### src/spcb_consts.svh
// Constants of the serial power-line command bridge
`ifndef SPCB_CONSTS_SVH
`define SPCB_CONSTS_SVH
`define SPCB_CLK_HZ 20000000
`define SPCB_BAUD_9600 9600
`define SPCB_BAUD_4800 4800
`define SPCB_BAUD_2400 2400
`define SPCB_BAUD_1200 1200
`define SPCB_BAUD_600 600
`define SPCB_BAUD_300 300
`define SPCB_BURST_US 1000
`define SPCB_US_PER_S 1000000
`define SPCB_DIV_W 17
`define SPCB_BURST_W 20
`define SPCB_GAP_HC 3'h6
`define SPCB_FRAME_BITS 5'h18
`define SPCB_START_CODE 4'he
`define SPCB_OFS_CTRL 8'h00
`define SPCB_OFS_STATUS 8'h04
`define SPCB_CTRL_EN_RST 1'b1
`define SPCB_STR_END 4'h9
`define SPCB_REPLY_END 3'h6
`define SPCB_CH_START 8'h24
`define SPCB_CH_BANG 8'h21
`define SPCB_CH_A 8'h41
`define SPCB_CH_P 8'h50
`define SPCB_CH_Z 8'h5a
`define SPCB_CH_0 8'h30
`define SPCB_CH_9 8'h39
`define SPCB_CH_CR 8'h0d
`define SPCB_CH_LF 8'h0a
`define SPCB_NODATA_VAL 7'h63
`define SPCB_STR_LAMP_ON 24'h41_4c4f
`define SPCB_STR_UNIT_OFF 24'h41_554f
`define SPCB_STR_RAISE 24'h42_5254
`define SPCB_STR_REDUCE 24'h44_494d
`define SPCB_STR_DEACT 24'h4f_4646
`define SPCB_STR_ACT 24'h55_4f4e
`define SPCB_STR_POLL 32'h4449_4e41
`define SPCB_CODE_LAMP_ON 6'h16
`define SPCB_CODE_UNIT_OFF 6'h1e
`define SPCB_CODE_RAISE 6'h18
`define SPCB_CODE_REDUCE 6'h20
`define SPCB_CODE_DEACT 6'h1c
`define SPCB_CODE_ACT 6'h14
`endif

### src/spcb_pkg.sv
// Types of the serial power-line command bridge
`include "spcb_consts.svh"
package spcb_pkg;
  typedef enum logic [1:0] {ST_COLLECT, ST_LINE_TX, ST_POLL, ST_REPLY} spcb_state_t;
  typedef struct packed {logic inv; logic fmt7; logic [2:0] rate;} spcb_strap_t;
  typedef struct packed {logic [`SPCB_DIV_W-1:0] div; logic inv; logic fmt7;} spcb_ucfg_t;
  typedef struct packed {
    spcb_state_t st;
    logic taken;
    spcb_strap_t strap;
    logic en;
    logic [3:0] idx;
    logic [7:0][7:0] buf_b;
    logic [3:0] house;
    logic [5:0] key_fn;
    logic [6:0] rep;
    logic [6:0] tmo;
    logic [23:0] sh;
    logic [4:0] bitc;
    logic [2:0] gap;
    logic [`SPCB_BURST_W-1:0] burst;
    logic line_tx;
    logic zc_prev;
    logic [6:0] hc;
    logic [2:0] ri;
    logic [7:0] rh;
    logic [6:0] rv;
    logic tx_go;
    logic [7:0] tx_byte;
    logic pready;
    logic pslverr;
    logic [31:0] prdata;
  } spcb_core_t;
  typedef struct packed {
    logic rbusy;
    logic [`SPCB_DIV_W-1:0] rcnt;
    logic [3:0] rbit;
    logic [7:0] rsh;
    logic rv;
    logic [7:0] rd;
    logic tbusy;
    logic [`SPCB_DIV_W-1:0] tcnt;
    logic [3:0] tbit;
    logic [9:0] tsh;
    logic tpin;
  } spcb_uart_t;
endpackage : spcb_pkg

### src/spcb_bridge.sv
// Serial command bridge driving a power-line carrier interface module
// Functional notes
// - The host link runs 7 data bits, even parity, 1 stop when format select is high, else 8N1.
// - Serial level select high inverts both serial pins, low leaves them true.
// - Rate code {rate_select_0,1,2} picks 9600,4800,2400,1200,600,300 bit/s for 000 to 101.
// - Straps are sampled on the first clock after each reset and the board holds them fixed afterwards.
// - The bridge is held in reset while the active-low reset input is low.
// - The bridge makes all power-line transmit timing and encoding and drives line_tx.
// - The crossing detect input times all power-line activity.
// - Power-line receive data is read on line_rx, which only a receive-capable module drives.
// - Seven commands exist: lamps on, units off, raise, reduce, activate, deactivate, poll.
// - House codes are A to P and unit numbers 1 to 16 only.
// - A poll takes a count and a half-cycle timeout of 01-99; on timeout it answers !Z99 CR LF.
// - Received power-line data is reported as !, house letter, two-digit unit, CR LF.
`timescale 1ns/10ps
`default_nettype none
`include "spcb_consts.svh"
module spcb_bridge #(
  parameter int unsigned CLK_HZ = `SPCB_CLK_HZ,
  parameter int unsigned BURST_CYC = `SPCB_BURST_US * (`SPCB_CLK_HZ / `SPCB_US_PER_S)
) (
  input wire logic pclk,
  input wire logic presetn,
  input wire logic psel,
  input wire logic penable,
  input wire logic pwrite,
  input wire logic [7:0] paddr,
  input wire logic [31:0] pwdata,
  output logic [31:0] prdata,
  output logic pready,
  output logic pslverr,
  input wire logic serial_rx,
  output logic serial_tx,
  input wire logic serial_level_select,
  input wire logic frame_format_select,
  input wire logic rate_select_0,
  input wire logic rate_select_1,
  input wire logic rate_select_2,
  input wire logic crossing_detect,
  input wire logic line_rx,
  output logic line_tx
);
  spcb_pkg::spcb_core_t s, n;
  spcb_pkg::spcb_ucfg_t ucfg;
  logic rx_valid, tx_busy, zc_edge, is_poll, house_ok, unit_ok, rep_ok, poll_ok, tx_ok;
  logic [7:0] rx_byte, d_unit, d_rep;
  logic [6:0] code;
  logic [23:0] rx_next;

  // Two ASCII digits to a value, top bit flags both digits valid
  function automatic logic [7:0] dec2(input logic [7:0] hi, input logic [7:0] lo);
    logic [6:0] h;
    logic [6:0] l;
    h = 7'(hi - `SPCB_CH_0);
    l = 7'(lo - `SPCB_CH_0);
    dec2 = {(hi inside {[`SPCB_CH_0:`SPCB_CH_9]}) && (lo inside {[`SPCB_CH_0:`SPCB_CH_9]}),
            7'(h * 7'd10 + l)};
  endfunction : dec2

  // Command letters to function code, top bit flags a known command
  function automatic logic [6:0] cmd_code(input logic [23:0] c);
    case (c)
      `SPCB_STR_LAMP_ON: cmd_code = {1'b1, `SPCB_CODE_LAMP_ON};
      `SPCB_STR_UNIT_OFF: cmd_code = {1'b1, `SPCB_CODE_UNIT_OFF};
      `SPCB_STR_RAISE: cmd_code = {1'b1, `SPCB_CODE_RAISE};
      `SPCB_STR_REDUCE: cmd_code = {1'b1, `SPCB_CODE_REDUCE};
      `SPCB_STR_DEACT: cmd_code = {1'b1, `SPCB_CODE_DEACT};
      `SPCB_STR_ACT: cmd_code = {1'b1, `SPCB_CODE_ACT};
      default: cmd_code = 7'h00;
    endcase
  endfunction : cmd_code

  // Rate strap code to bit period in clocks
  function automatic logic [`SPCB_DIV_W-1:0] rate_div(input logic [2:0] code_in);
    case (code_in)
      3'h1: rate_div = `SPCB_DIV_W'(CLK_HZ / `SPCB_BAUD_4800);
      3'h2: rate_div = `SPCB_DIV_W'(CLK_HZ / `SPCB_BAUD_2400);
      3'h3: rate_div = `SPCB_DIV_W'(CLK_HZ / `SPCB_BAUD_1200);
      3'h4: rate_div = `SPCB_DIV_W'(CLK_HZ / `SPCB_BAUD_600);
      3'h5: rate_div = `SPCB_DIV_W'(CLK_HZ / `SPCB_BAUD_300);
      default: rate_div = `SPCB_DIV_W'(CLK_HZ / `SPCB_BAUD_9600);
    endcase
  endfunction : rate_div

  // Frame: start code, then each house and key bit followed by its complement
  function automatic logic [23:0] frame(input logic [3:0] h, input logic [5:0] k);
    frame = {`SPCB_START_CODE, 20'h0_0000};
    for (int i = 0; i < 4; i++) begin
      frame[19 - 2 * i -: 2] = {h[3 - i], ~h[3 - i]};
    end
    for (int i = 0; i < 6; i++) begin
      frame[11 - 2 * i -: 2] = {k[5 - i], ~k[5 - i]};
    end
  endfunction : frame

  // True when a shifted half-cycle history holds a whole frame
  function automatic logic frame_ok(input logic [23:0] f);
    frame_ok = f[23:20] == `SPCB_START_CODE;
    for (int i = 0; i < 10; i++) begin
      frame_ok = frame_ok && (f[2 * i + 1] != f[2 * i]);
    end
  endfunction : frame_ok

  function automatic logic [5:0] frame_key(input logic [23:0] f);
    for (int i = 0; i < 6; i++) begin
      frame_key[i] = f[2 * i + 1];
    end
  endfunction : frame_key

  function automatic logic [3:0] frame_house(input logic [23:0] f);
    for (int i = 0; i < 4; i++) begin
      frame_house[i] = f[2 * i + 13];
    end
  endfunction : frame_house

  // Host serial port
  assign ucfg = '{div: rate_div(s.strap.rate), inv: s.strap.inv, fmt7: s.strap.fmt7};
  spcb_uart u_uart (
    .pclk(pclk),
    .presetn(presetn),
    .cfg(ucfg),
    .run(s.taken),
    .rx_pin(serial_rx),
    .tx_go(s.tx_go),
    .tx_byte(s.tx_byte),
    .rx_valid(rx_valid),
    .rx_byte(rx_byte),
    .tx_busy(tx_busy),
    .tx_pin(serial_tx)
  );

  // Command string decode and half-cycle timing
  assign zc_edge = crossing_detect ^ s.zc_prev;
  assign rx_next = {s.sh[22:0], ~line_rx};
  assign code = cmd_code({s.buf_b[0], s.buf_b[1], s.buf_b[2]});
  assign is_poll = {s.buf_b[0], s.buf_b[1], s.buf_b[2], s.buf_b[3]} == `SPCB_STR_POLL;
  assign d_unit = dec2(s.buf_b[4], s.buf_b[5]);
  assign d_rep = dec2(s.buf_b[6], s.buf_b[7]);
  assign house_ok = s.buf_b[3] inside {[`SPCB_CH_A:`SPCB_CH_P]};
  assign unit_ok = d_unit[7] && (d_unit[6:0] inside {[7'd1:7'd16]});
  assign rep_ok = d_rep[7] && d_rep[6:0] != 7'h00;
  assign poll_ok = is_poll && d_unit[7] && d_unit[6:0] != 7'h00 && rep_ok;
  assign tx_ok = !is_poll && code[6] && house_ok && unit_ok && rep_ok;

  // Next state of the whole bridge
  always_comb begin
    n = s;
    n.tx_go = 1'b0;
    n.pready = 1'b0;
    n.pslverr = 1'b0;
    n.zc_prev = crossing_detect;
    n.burst = s.burst != '0 ? s.burst - `SPCB_BURST_W'(1) : s.burst;
    if (!s.taken) begin
      n.taken = 1'b1;
      n.strap = '{serial_level_select, frame_format_select,
                  {rate_select_0, rate_select_1, rate_select_2}};
    end
    case (s.st)
      spcb_pkg::ST_COLLECT: begin
        if (s.idx == `SPCB_STR_END) begin
          n.idx = 4'h0;
          if (poll_ok) begin
            n.st = spcb_pkg::ST_POLL;
            n.rep = d_unit[6:0];
            n.tmo = d_rep[6:0];
            n.hc = 7'h00;
            n.sh = 24'h00_0000;
          end else if (tx_ok) begin
            n.st = spcb_pkg::ST_LINE_TX;
            n.house = 4'(s.buf_b[3] - `SPCB_CH_A);
            n.key_fn = code[5:0];
            n.sh = frame(4'(s.buf_b[3] - `SPCB_CH_A), d_unit[5:0]);
            n.bitc = `SPCB_FRAME_BITS;
            n.gap = 3'h0;
            n.rep = d_rep[6:0];
          end
        end else if (rx_valid && s.en) begin
          if (rx_byte == `SPCB_CH_START) begin
            n.idx = 4'h1;
          end else if (s.idx != 4'h0) begin
            n.buf_b[3'(s.idx - 4'h1)] = rx_byte;
            n.idx = s.idx + 4'h1;
          end
        end
      end
      spcb_pkg::ST_LINE_TX: begin
        if (zc_edge) begin
          if (s.gap != 3'h0) begin
            n.gap = s.gap - 3'h1;
          end else if (s.bitc != 5'h00) begin
            n.sh = {s.sh[22:0], 1'b0};
            n.bitc = s.bitc - 5'h01;
            if (s.sh[23]) begin
              n.burst = `SPCB_BURST_W'(BURST_CYC);
            end
            if (s.bitc == 5'h01) begin
              n.gap = `SPCB_GAP_HC;
            end
          end else if (s.rep == 7'h00) begin
            n.st = spcb_pkg::ST_COLLECT;
          end else begin
            n.sh = frame(s.house, s.key_fn);
            n.bitc = `SPCB_FRAME_BITS;
            n.rep = s.rep - 7'h01;
          end
        end
      end
      spcb_pkg::ST_POLL: begin
        if (zc_edge) begin
          n.sh = rx_next;
          n.hc = s.hc + 7'h01;
          n.ri = 3'h0;
          if (frame_ok(rx_next)) begin
            n.st = spcb_pkg::ST_REPLY;
            n.rh = `SPCB_CH_A + {4'h0, frame_house(rx_next)};
            n.rv = {1'b0, frame_key(rx_next)};
          end else if (s.hc + 7'h01 >= s.tmo) begin
            n.st = spcb_pkg::ST_REPLY;
            n.rh = `SPCB_CH_Z;
            n.rv = `SPCB_NODATA_VAL;
          end
        end
      end
      spcb_pkg::ST_REPLY: begin
        if (!s.tx_go && !tx_busy) begin
          if (s.ri == `SPCB_REPLY_END) begin
            n.rep = s.rep - 7'h01;
            n.st = s.rep == 7'h01 ? spcb_pkg::ST_COLLECT : spcb_pkg::ST_POLL;
            n.hc = 7'h00;
            n.sh = 24'h00_0000;
          end else begin
            n.tx_go = 1'b1;
            n.ri = s.ri + 3'h1;
            case (s.ri)
              3'h0: n.tx_byte = `SPCB_CH_BANG;
              3'h1: n.tx_byte = s.rh;
              3'h2: n.tx_byte = `SPCB_CH_0 + 8'(s.rv / 7'd10);
              3'h3: n.tx_byte = `SPCB_CH_0 + 8'(s.rv % 7'd10);
              3'h4: n.tx_byte = `SPCB_CH_CR;
              default: n.tx_byte = `SPCB_CH_LF;
            endcase
          end
        end
      end
      default: n.st = spcb_pkg::ST_COLLECT;
    endcase
    n.line_tx = n.burst != '0;
    // Register slave: answer prepared in setup, ready in access
    if (psel && !penable) begin
      n.pready = 1'b1;
      n.prdata = 32'h0000_0000;
      case (paddr)
        `SPCB_OFS_CTRL: n.prdata[0] = s.en;
        `SPCB_OFS_STATUS: n.prdata[6:0] = {s.st != spcb_pkg::ST_COLLECT, s.strap, s.taken};
        default: n.pslverr = 1'b1;
      endcase
    end
    if (psel && penable && s.pready && pwrite && paddr == `SPCB_OFS_CTRL) begin
      n.en = pwdata[0];
    end
  end

  // State register
  always_ff @(posedge pclk or negedge presetn) begin
    if (!presetn) begin
      s <= '0;
      s.en <= `SPCB_CTRL_EN_RST;
      s.zc_prev <= 1'b1; // Crossing pin idles high through its pull-up
    end else begin
      s <= n;
    end
  end

  assign prdata = s.prdata;
  assign pready = s.pready;
  assign pslverr = s.pslverr;
  assign line_tx = s.line_tx;
endmodule : spcb_bridge
`default_nettype wire

### src/spcb_uart.sv
// Host serial port with strap-selected format, polarity and rate
`timescale 1ns/10ps
`default_nettype none
module spcb_uart (
  input wire logic pclk,
  input wire logic presetn,
  input wire spcb_pkg::spcb_ucfg_t cfg,
  input wire logic run,
  input wire logic rx_pin,
  input wire logic tx_go,
  input wire logic [7:0] tx_byte,
  output logic rx_valid,
  output logic [7:0] rx_byte,
  output logic tx_busy,
  output logic tx_pin
);
  spcb_pkg::spcb_uart_t u, n;
  logic r;

  // Line level with polarity removed
  assign r = rx_pin ^ cfg.inv;

  // Receiver and transmitter next state
  always_comb begin
    n = u;
    n.rv = 1'b0;
    if (!u.rbusy) begin
      if (run && !r) begin
        n.rbusy = 1'b1;
        n.rcnt = cfg.div >> 1; // Sample mid-bit
        n.rbit = 4'h0;
      end
    end else if (u.rcnt != '0) begin
      n.rcnt = u.rcnt - 17'h1;
    end else begin
      n.rcnt = cfg.div - 17'h1;
      if (u.rbit == 4'h0) begin
        if (r) begin
          n.rbusy = 1'b0; // False start
        end else begin
          n.rbit = 4'h1;
        end
      end else if (u.rbit != 4'h9) begin
        n.rsh = {r, u.rsh[7:1]};
        n.rbit = u.rbit + 4'h1;
      end else begin
        n.rbusy = 1'b0;
        if (r && (!cfg.fmt7 || !(^u.rsh))) begin
          n.rv = 1'b1;
          n.rd = cfg.fmt7 ? {1'b0, u.rsh[6:0]} : u.rsh;
        end
      end
    end
    if (!u.tbusy) begin
      if (tx_go) begin
        n.tbusy = 1'b1;
        n.tsh = {1'b1, cfg.fmt7 ? {^tx_byte[6:0], tx_byte[6:0]} : tx_byte, 1'b0};
        n.tbit = 4'ha;
        n.tcnt = cfg.div - 17'h1;
      end
    end else if (u.tcnt != '0) begin
      n.tcnt = u.tcnt - 17'h1;
    end else if (u.tbit == 4'h1) begin
      n.tbusy = 1'b0;
    end else begin
      n.tsh = {1'b1, u.tsh[9:1]};
      n.tbit = u.tbit - 4'h1;
      n.tcnt = cfg.div - 17'h1;
    end
    n.tpin = n.tbusy ? (cfg.inv ^ n.tsh[0]) : ~cfg.inv;
  end

  // State register
  always_ff @(posedge pclk or negedge presetn) begin
    if (!presetn) begin
      u <= '0;
      u.tpin <= 1'b1;
    end else begin
      u <= n;
    end
  end

  assign rx_valid = u.rv;
  assign rx_byte = u.rd;
  assign tx_busy = u.tbusy;
  assign tx_pin = u.tpin;
endmodule : spcb_uart
`default_nettype wire

### config.mk
export PLATFORM = sky130hd
export DESIGN_NAME = spcb_bridge
export DESIGN_NICKNAME = d
export VERILOG_FILES = /design/src/spcb_pkg.sv /design/src/spcb_bridge.sv /design/src/spcb_uart.sv
export VERILOG_INCLUDE_DIRS = /design/src /design/src/src
export SDC_FILE = /design/constraint.sdc
export NUM_CORES = 1
export LEC_CHECK = 0
export ABC_AREA = 1
export BUFFER_PORTS_ARGS = -buffer_cell sky130_fd_sc_hd__buf_4
export CAP_MARGIN = 20
export CORE_MARGIN = 1.5
export CORE_UTILIZATION = 50
export CTS_CLUSTER_SIZE = 8
export DETAILED_ROUTE_END_ITERATION = 8
export GPL_TIMING_DRIVEN = 0
export PLACE_DENSITY = 0.78
export SLEW_MARGIN = 20
export SYNTH_ARGS = -nofsm -noshare
export SYNTH_HDL_FRONTEND = slang
export SYNTH_SLANG_ARGS = --single-unit
### constraint.sdc
create_clock -name pclk -period 4.92 [get_ports pclk]
set_input_delay 0.492 -clock pclk [delete_from_list [all_inputs] [get_ports pclk]]
set_output_delay 0.492 -clock pclk [all_outputs]
set_load 0.01 [all_outputs]
==> results of run 1 <==
-- cell usage after synthesis (3+ instances only) --
| cell | instances |
|---|---|
| nand3b_1 | 10 |
| a21oi_1 | 70 |
| nor4_1 | 12 |
| xnor2_1 | 26 |
| nor2_2 | 6 |
| a211oi_1 | 4 |
| nor2_1 | 182 |
| dfrtp_1 | 264 |
| ha_1 | 68 |
| o21ai_1 | 38 |
| a22oi_1 | 18 |
| nand4_1 | 51 |
| a32oi_1 | 8 |
| o21ai_0 | 156 |
| or2_2 | 10 |
| nand2_2 | 3 |
| nand3_2 | 3 |
| o21ai_2 | 3 |
| dfstp_2 | 3 |
| or2_1 | 4 |
| buf_2 | 11 |
| xor2_1 | 49 |
| nor3b_1 | 5 |
| inv_1 | 294 |
| o221ai_1 | 7 |
| a31oi_1 | 7 |
| nor3_1 | 28 |
| o31ai_1 | 6 |
| buf_4 | 34 |
| o211ai_1 | 9 |
| nor2_4 | 4 |
| fa_1 | 4 |
| nand2_1 | 532 |
| inv_2 | 6 |
| nand3_1 | 133 |
| o22ai_1 | 7 |
| clkbuf_1 | 23 |
-- worst paths after layout --
path,slack [ns],start,to
hold reg to reg,0.46,u_uart.u[10],u_uart.u[10]
hold / removal,0.09,crossing_detect,s[68]
min in group asynchronous,0.44,presetn,s[36]
max in group asynchronous,3.38,presetn,s[73]
setup / recovery,0.77,register,s[93]
setup reg to reg,0.77,register,s[93]
-- power by group through the flow --
stage / combinational [W] / sequential (W) / clock, W
2_1_floorplan: 0.0000887 / 0.00225 / 0
3_3_place_gp: 0.000172 / 0.00226 / 0
3_5_place_dp: 0.000184 / 0.00226 / 0
4_1_cts: 0.000186 / 0.00222 / 0.00250
5_1_grt: 0.000210 / 0.00222 / 0.00260
6_report: 0.000184 / 0.00222 / 0.00247
-- per-layer routing --
layer,track usage,vias up
met5,0,-
met2,0.396,485
met4,0.0964,0
met3,0.0387,104
met1,0.315,6896
li1,-,7107
-- final cells by class --
cell class,count,area (um2)
fill,2833,13500
multi-input combinational,1517,8010
sequential,267,6690
inverter,303,1140
clock buffer,63,1090
tap,402,503
buffer,72,438
timing repair buffer,36,340
clock inverter,3,30.0
-- per-stage QoR --
step           area (um2)  cells   util  power, W  setup WS [ns]
2_1_floorplan       16300   2159      -   0.00234           1.43
4_1_cts             18200   2663  0.575   0.00491          0.810
5_1_grt             18200   2663  0.575   0.00503          0.428
3_3_place_gp        17000   2593  0.537   0.00243          0.996
6_report            18200   2663  0.575   0.00487          0.772
3_5_place_dp        17100   2596  0.539   0.00244          0.829
-- cells by family (layout without fill, tap and decap cells) --
logic type	count (synthesis)	in the layout	share of synthesized area
other cells	2	28	0.000464
compound gates	346	346	0.121
xor+xnor	75	75	0.0406
mux	1	1	0.000696
simple gates	995	995	0.269
fa+ha+maj	72	72	0.0575
flops	267	267	0.413
buf+inv	375	477	0.0977
==> key figures, run 1 <==
Status
  – Outcome: finished clean

Power and ir drop
  – Leakage: 9.13 nW
  – Cell internal pwr: 0.00377 W
  – Share of power burned in the clock network: 0.506
  – PD cells: 267 nW/um2
  – Sequential power share: 0.456
  – VDD IR max: 192 uV
  – Psw: 0.00110 W
  – Comb power frac: 0.038
  – Switching Fraction: 0.226

Route
  – Wire per inst: 14.9 um
  – Number of DRC markers in iteration 0: 1196
  – Top layer in use: met4
  – Post-route ant nets: 0
  – Metal2 WL: 18500 um
  – Drt drc: 0
  – Routed vias: 14.6k
  – Drt pass-1 iters: 6
  – Met3 wire len: 2300 um
  – Via density: 5.48
  – WL final: 39800 um
  – Post-Route M1 WL: 17600 um

Clocking
  – Root buf cell: clkbuf_16
  – Clock latency on the worst-skew pair: 0.53 ns
  – Clock sink count: 267
  – CTS tree: yes
  – CTS Buf Count: 39
  – Post-CTS Hold Fix Bufs: 1
  – Htree depth: 2
  – Resize count post-CTS: 0
  – Clock transition at the registers of the reported paths: 0.05 ns
  – Postcts setup bufs: 0
  – CTS Buffer Depth: 3

Critical path
  – Crit path cell chain: ha_1, ha_1, inv_1, fa_1, inv_1, ha_1, ha_1, a21oi_1, o21ai_1, xor2_1, inv_1, nand2_1, nand2_1, nand2_1, nand2_1, nor2_1, nand3_1, o21ai_2, nand2_1, nand2_1, nand2_1
  – Most numerous cell on the critical path: nand2_1
  – Max stage delay on crit path: 0.48 ns
  – Arr. time, crit path: 4.56 ns
  – Crit-path leading delay family: adder cells
  – Crit path buf inv count: 3
  – Critical Path RT: 5.33 ns
  – Startpoint types: register
  – CP max FO: 10
  – Worst Reg-to-Reg Cells: 21
  – Worst path slowest cell: fa_1
  – CP Class: register to register
  – Critical Path Sink Type: register
  – Crit. path cell count: 21

Synth
  – Yosys top cell area share: 0.408
  – Post-synth EDFFs: 0
  – Area contributors post-synth: dfrtp_1 41%, nand2_1 12%, inv_1 6.8%
  – Synth cell types: 62
  – Area leader, netlist: dfrtp_1
  – Syn_area_per_cell: 7.59 um2
  – Seq cells post-synth: 267
  – Mapped cell area: 16200 um2
  – Post-synth ARST share: 1.00
  – Sequential share of the synthesized area: 0.413
  – Warnings, synthesis: 0
  – Synth Flop Type: dfrtp_1
  – Synth Instances: 2133

STA
  – Setup tns final: 0 ns
  – Setup Viol. Count Final: 0
  – Crit path time final: 4.15 ns
  – Final Cycle Share: 0.843
  – Pins Over Slew Limit: 0
  – Least-Margin Pin Slew: 0.851 ns
  – Final hold violation count: 0
  – Hold WS: 0.0929 ns
  – RSZ-0062 raised after global routing: no
  – FMAX: 241 MHz
  – Slew headroom: 0.430
  – Skew final: 0.0240 ns

Final layout
  – N_diodes: 0
  – Most common cell after layout, fill and taps aside: nand2_1
  – Synth-to-layout area growth: 12.7%
  – Commonest cells after routing, fill and taps aside: 532 x nand2_1, 294 x inv_1, 264 x dfrtp_1
  – Layout Nets: 2361
  – Layout cells sized above 1: 0.0774

Global route
  – Congestion Overflow GR: 0
  – First-pass GRT wire length: 66100 um
  – GR Util All Layers: 0.239
  – Vias in the first global route: 13.8k
  – Largest net degree at the start of global routing: 92
  – Antenna violations before repair: 0

Floorplan
  – Die height: 183 um
  – Die area: 33400 um2
  – I/O pin count: 89
  – Row count: 65
  – Core area: 31700 um2
  – Die Wd: 183 um
  – Starting Density: 0.510

Min path
  – Worst hold path class: primary input to register
  – Worst hold stages: 1

Run
  – Maxcap violations: 0

Placement
  – RePlAce Congestion: 0.936
  – Hpwl dp: 28800 um
  – IO Port Bufs: 32
No activity file was read; power rests on OpenSTA's default activity.
==> run 2: changes to the inputs <==
--- a/config.mk
+++ b/config.mk
@@ -14,7 +14,7 @@
 export CTS_CLUSTER_SIZE = 8
 export DETAILED_ROUTE_END_ITERATION = 8
 export GPL_TIMING_DRIVEN = 0
-export PLACE_DENSITY = 0.78
+export PLACE_DENSITY = 0.81
 export SLEW_MARGIN = 20
 export SYNTH_ARGS = -nofsm -noshare
 export SYNTH_HDL_FRONTEND = slang
==> constraint.sdc (replaced) <==
create_clock -name pclk -period 3.8 [get_ports pclk]
set_input_delay 0.38 -clock pclk [delete_from_list [all_inputs] [get_ports pclk]]
set_output_delay 0.38 -clock pclk [all_outputs]
set_load 0.01 [all_outputs]
==> key figures, run 2 (synthesized netlist as in run 1, its figures left out) <==
Status
  – Outcome: complete, but fails checks
  – Failing checks: negative setup slack

Floorplan
  – I/O pin count: 89
  – Die area: 33400 um2
  – Starting Density: 0.510
  – Row count: 65
  – Die Wd: 183 um
  – Core area: 31700 um2
  – Die height: 183 um

Min path
  – Worst hold path class: primary input to register
  – Worst hold stages: 2
  – End of the worst hold path: pready
  – Hold Path Origin: penable

Placement
  – RePlAce Congestion: 0.927
  – Dpl cell area: 17100 um2
  – Worst slack, placed: -0.252 ns
  – IO Port Bufs: 32
  – Hpwl dp: 28500 um
  – Placed cells: 2595

STA
  – Slew headroom: 0.311
  – Crit path time final: 3.81 ns
  – Skew final: 0.0330 ns
  – Pins Over Slew Limit: 0
  – FMAX: 262 MHz
  – Slack of the critical path: -0.00996 ns
  – Setup Viol. Count Final: 6
  – Final hold violation count: 0
  – Final Cycle Share: 1.00
  – RSZ-0062 raised after global routing: yes
  – Least-Margin Pin Slew: 1.03 ns
  – Setup tns final: -0.0360 ns

Critical path
  – Startpoint types: register
  – CP max FO: 6
  – Critical Path Sink Type: register
  – Most numerous cell on the critical path: nand2_2
  – R2R setup slack: -0.01 ns
  – Arr. time, crit path: 4.22 ns
  – Critical Path RT: 4.21 ns
  – Crit path cell chain: ha_1, ha_2, inv_2, fa_1, inv_2, ha_4, ha_4, nand2_2, o21ai_2, xor2_1, nand2_1, nand2_2, nand2_2, nand3_2, nor2_4, buf_6, nor2_4, nand4_4, buf_6, nand2_2, o21ai_2
  – CP Class: register to register
  – Worst path slowest cell: fa_1
  – Worst R2R End: s[137]
  – Max stage delay on crit path: 0.52 ns
  – Worst Reg-to-Reg Cells: 21

Final layout
  – Post-Layout Cell Count: 2682
  – Synth-to-layout area growth: 15.9%
  – Most common cell after layout, fill and taps aside: nand2_1
  – Layout cells sized above 1: 0.109
  – Design Area, Final: 18800 um2
  – Commonest cells after routing, fill and taps aside: 516 x nand2_1, 291 x inv_1, 263 x dfrtp_1
  – N_diodes: 0
  – Layout Nets: 2379

Power and ir drop
  – Comb power frac: 0.037
  – Switching Fraction: 0.224
  – Cell internal pwr: 0.00495 W
  – Share of power burned in the clock network: 0.513
  – VDD IR max: 281 uV
  – PD cells: 340 nW/um2
  – Psw: 0.00143 W
  – Leakage: 9.32 nW
  – Total power: 0.00638 W
  – Sequential power share: 0.450

Global route
  – Antenna violations before repair: 0
  – First-pass GRT wire length: 67800 um
  – Vias in the first global route: 14.3k
  – Largest net degree at the start of global routing: 104
  – Congestion Overflow GR: 0
  – GR Util All Layers: 0.245

Route
  – Via density: 5.56
  – Number of DRC markers in iteration 0: 1221
  – WL final: 41700 um
  – Routed vias: 14.9k
  – Drt pass-1 iters: 6
  – Wire per inst: 15.5 um
  – Drt drc: 0
  – Post-route ant nets: 0

Clocking
  – Htree depth: 2
  – CTS Buffer Depth: 3
  – Clock latency on the worst-skew pair: 0.53 ns
  – Clock transition at the registers of the reported paths: 0.05 ns
  – CTS Buf Count: 39
  – CTS tree: yes
  – Root buf cell: clkbuf_16
  – Clock sink count: 267

Run
  – Maxcap violations: 0
## run 2: routing by layer
metal | track usage | wire, um | up-vias
met1 | 0.317 | 17600 | 7068
met4 | 0.0941 | 1240 | 0
met3 | 0.0328 | 2550 | 120
li1 | - | - | 7146
met2 | 0.417 | 20300 | 582
met5 | 0 | 0 | -
## run 2: metrics by stage
stage / util / hold WS (ns)
finish: 0.591 / 0.0602
global route: 0.591 / 0.0561
CTS: 0.580 / 0.0416
detailed placement: 0.539 / 0.404
global placement: 0.537 / 0.441
floorplan: - / 0.0844
## run 2: repair_timing
item                                    CTS  global route
pin swaps                                 5            32
hold endpoints to repair                 74             0
gates cloned                              2             2
setup buffers                             6             8
hold buffers                              2             0
endpoints found under the setup margin   60            64
gates resized for setup                  24            70
## run 2: cell type report
type,count,area (um2)
buffer,72,489
clock buffer,64,1090
clock inverter,3,55.1
fill,2672,13000
inverter,303,1150
multi-input combinational,1517,8290
sequential,267,6690
tap,402,503
timing repair buffer,54,487
## run 2: power by group through the flow
stage / Clock (W) / Sequential [W] / Combinational (W)
2_1_floorplan: 0 / 0.00292 / 0.000115
3_3_place_gp: 0 / 0.00292 / 0.000222
3_5_place_dp: 0 / 0.00292 / 0.000236
4_1_cts: 0.00331 / 0.00287 / 0.000239
5_1_grt: 0.00344 / 0.00287 / 0.000268
6_report: 0.00327 / 0.00287 / 0.000236
## run 2: how the worst max path moves through the flow
stage | end | slack [ns]
floorplan | s[137] | 0.31
global placement | s[97] | -0.11
detailed placement | s[96] | -0.25
CTS | s[137] | 0.002
global route | rx_next[20] | -0.16
finish | s[137] | -0.01
## run 2: critical path: cells and delay by family (launching register included)
kind | cells | cell delay (ns)
compound gates | 2 | 0.19
xor+xnor | 1 | 0.20
fa+ha+maj | 5 | 1.48
buf+inv | 4 | 0.46
flops | 1 | 0.40
simple gates | 9 | 0.95
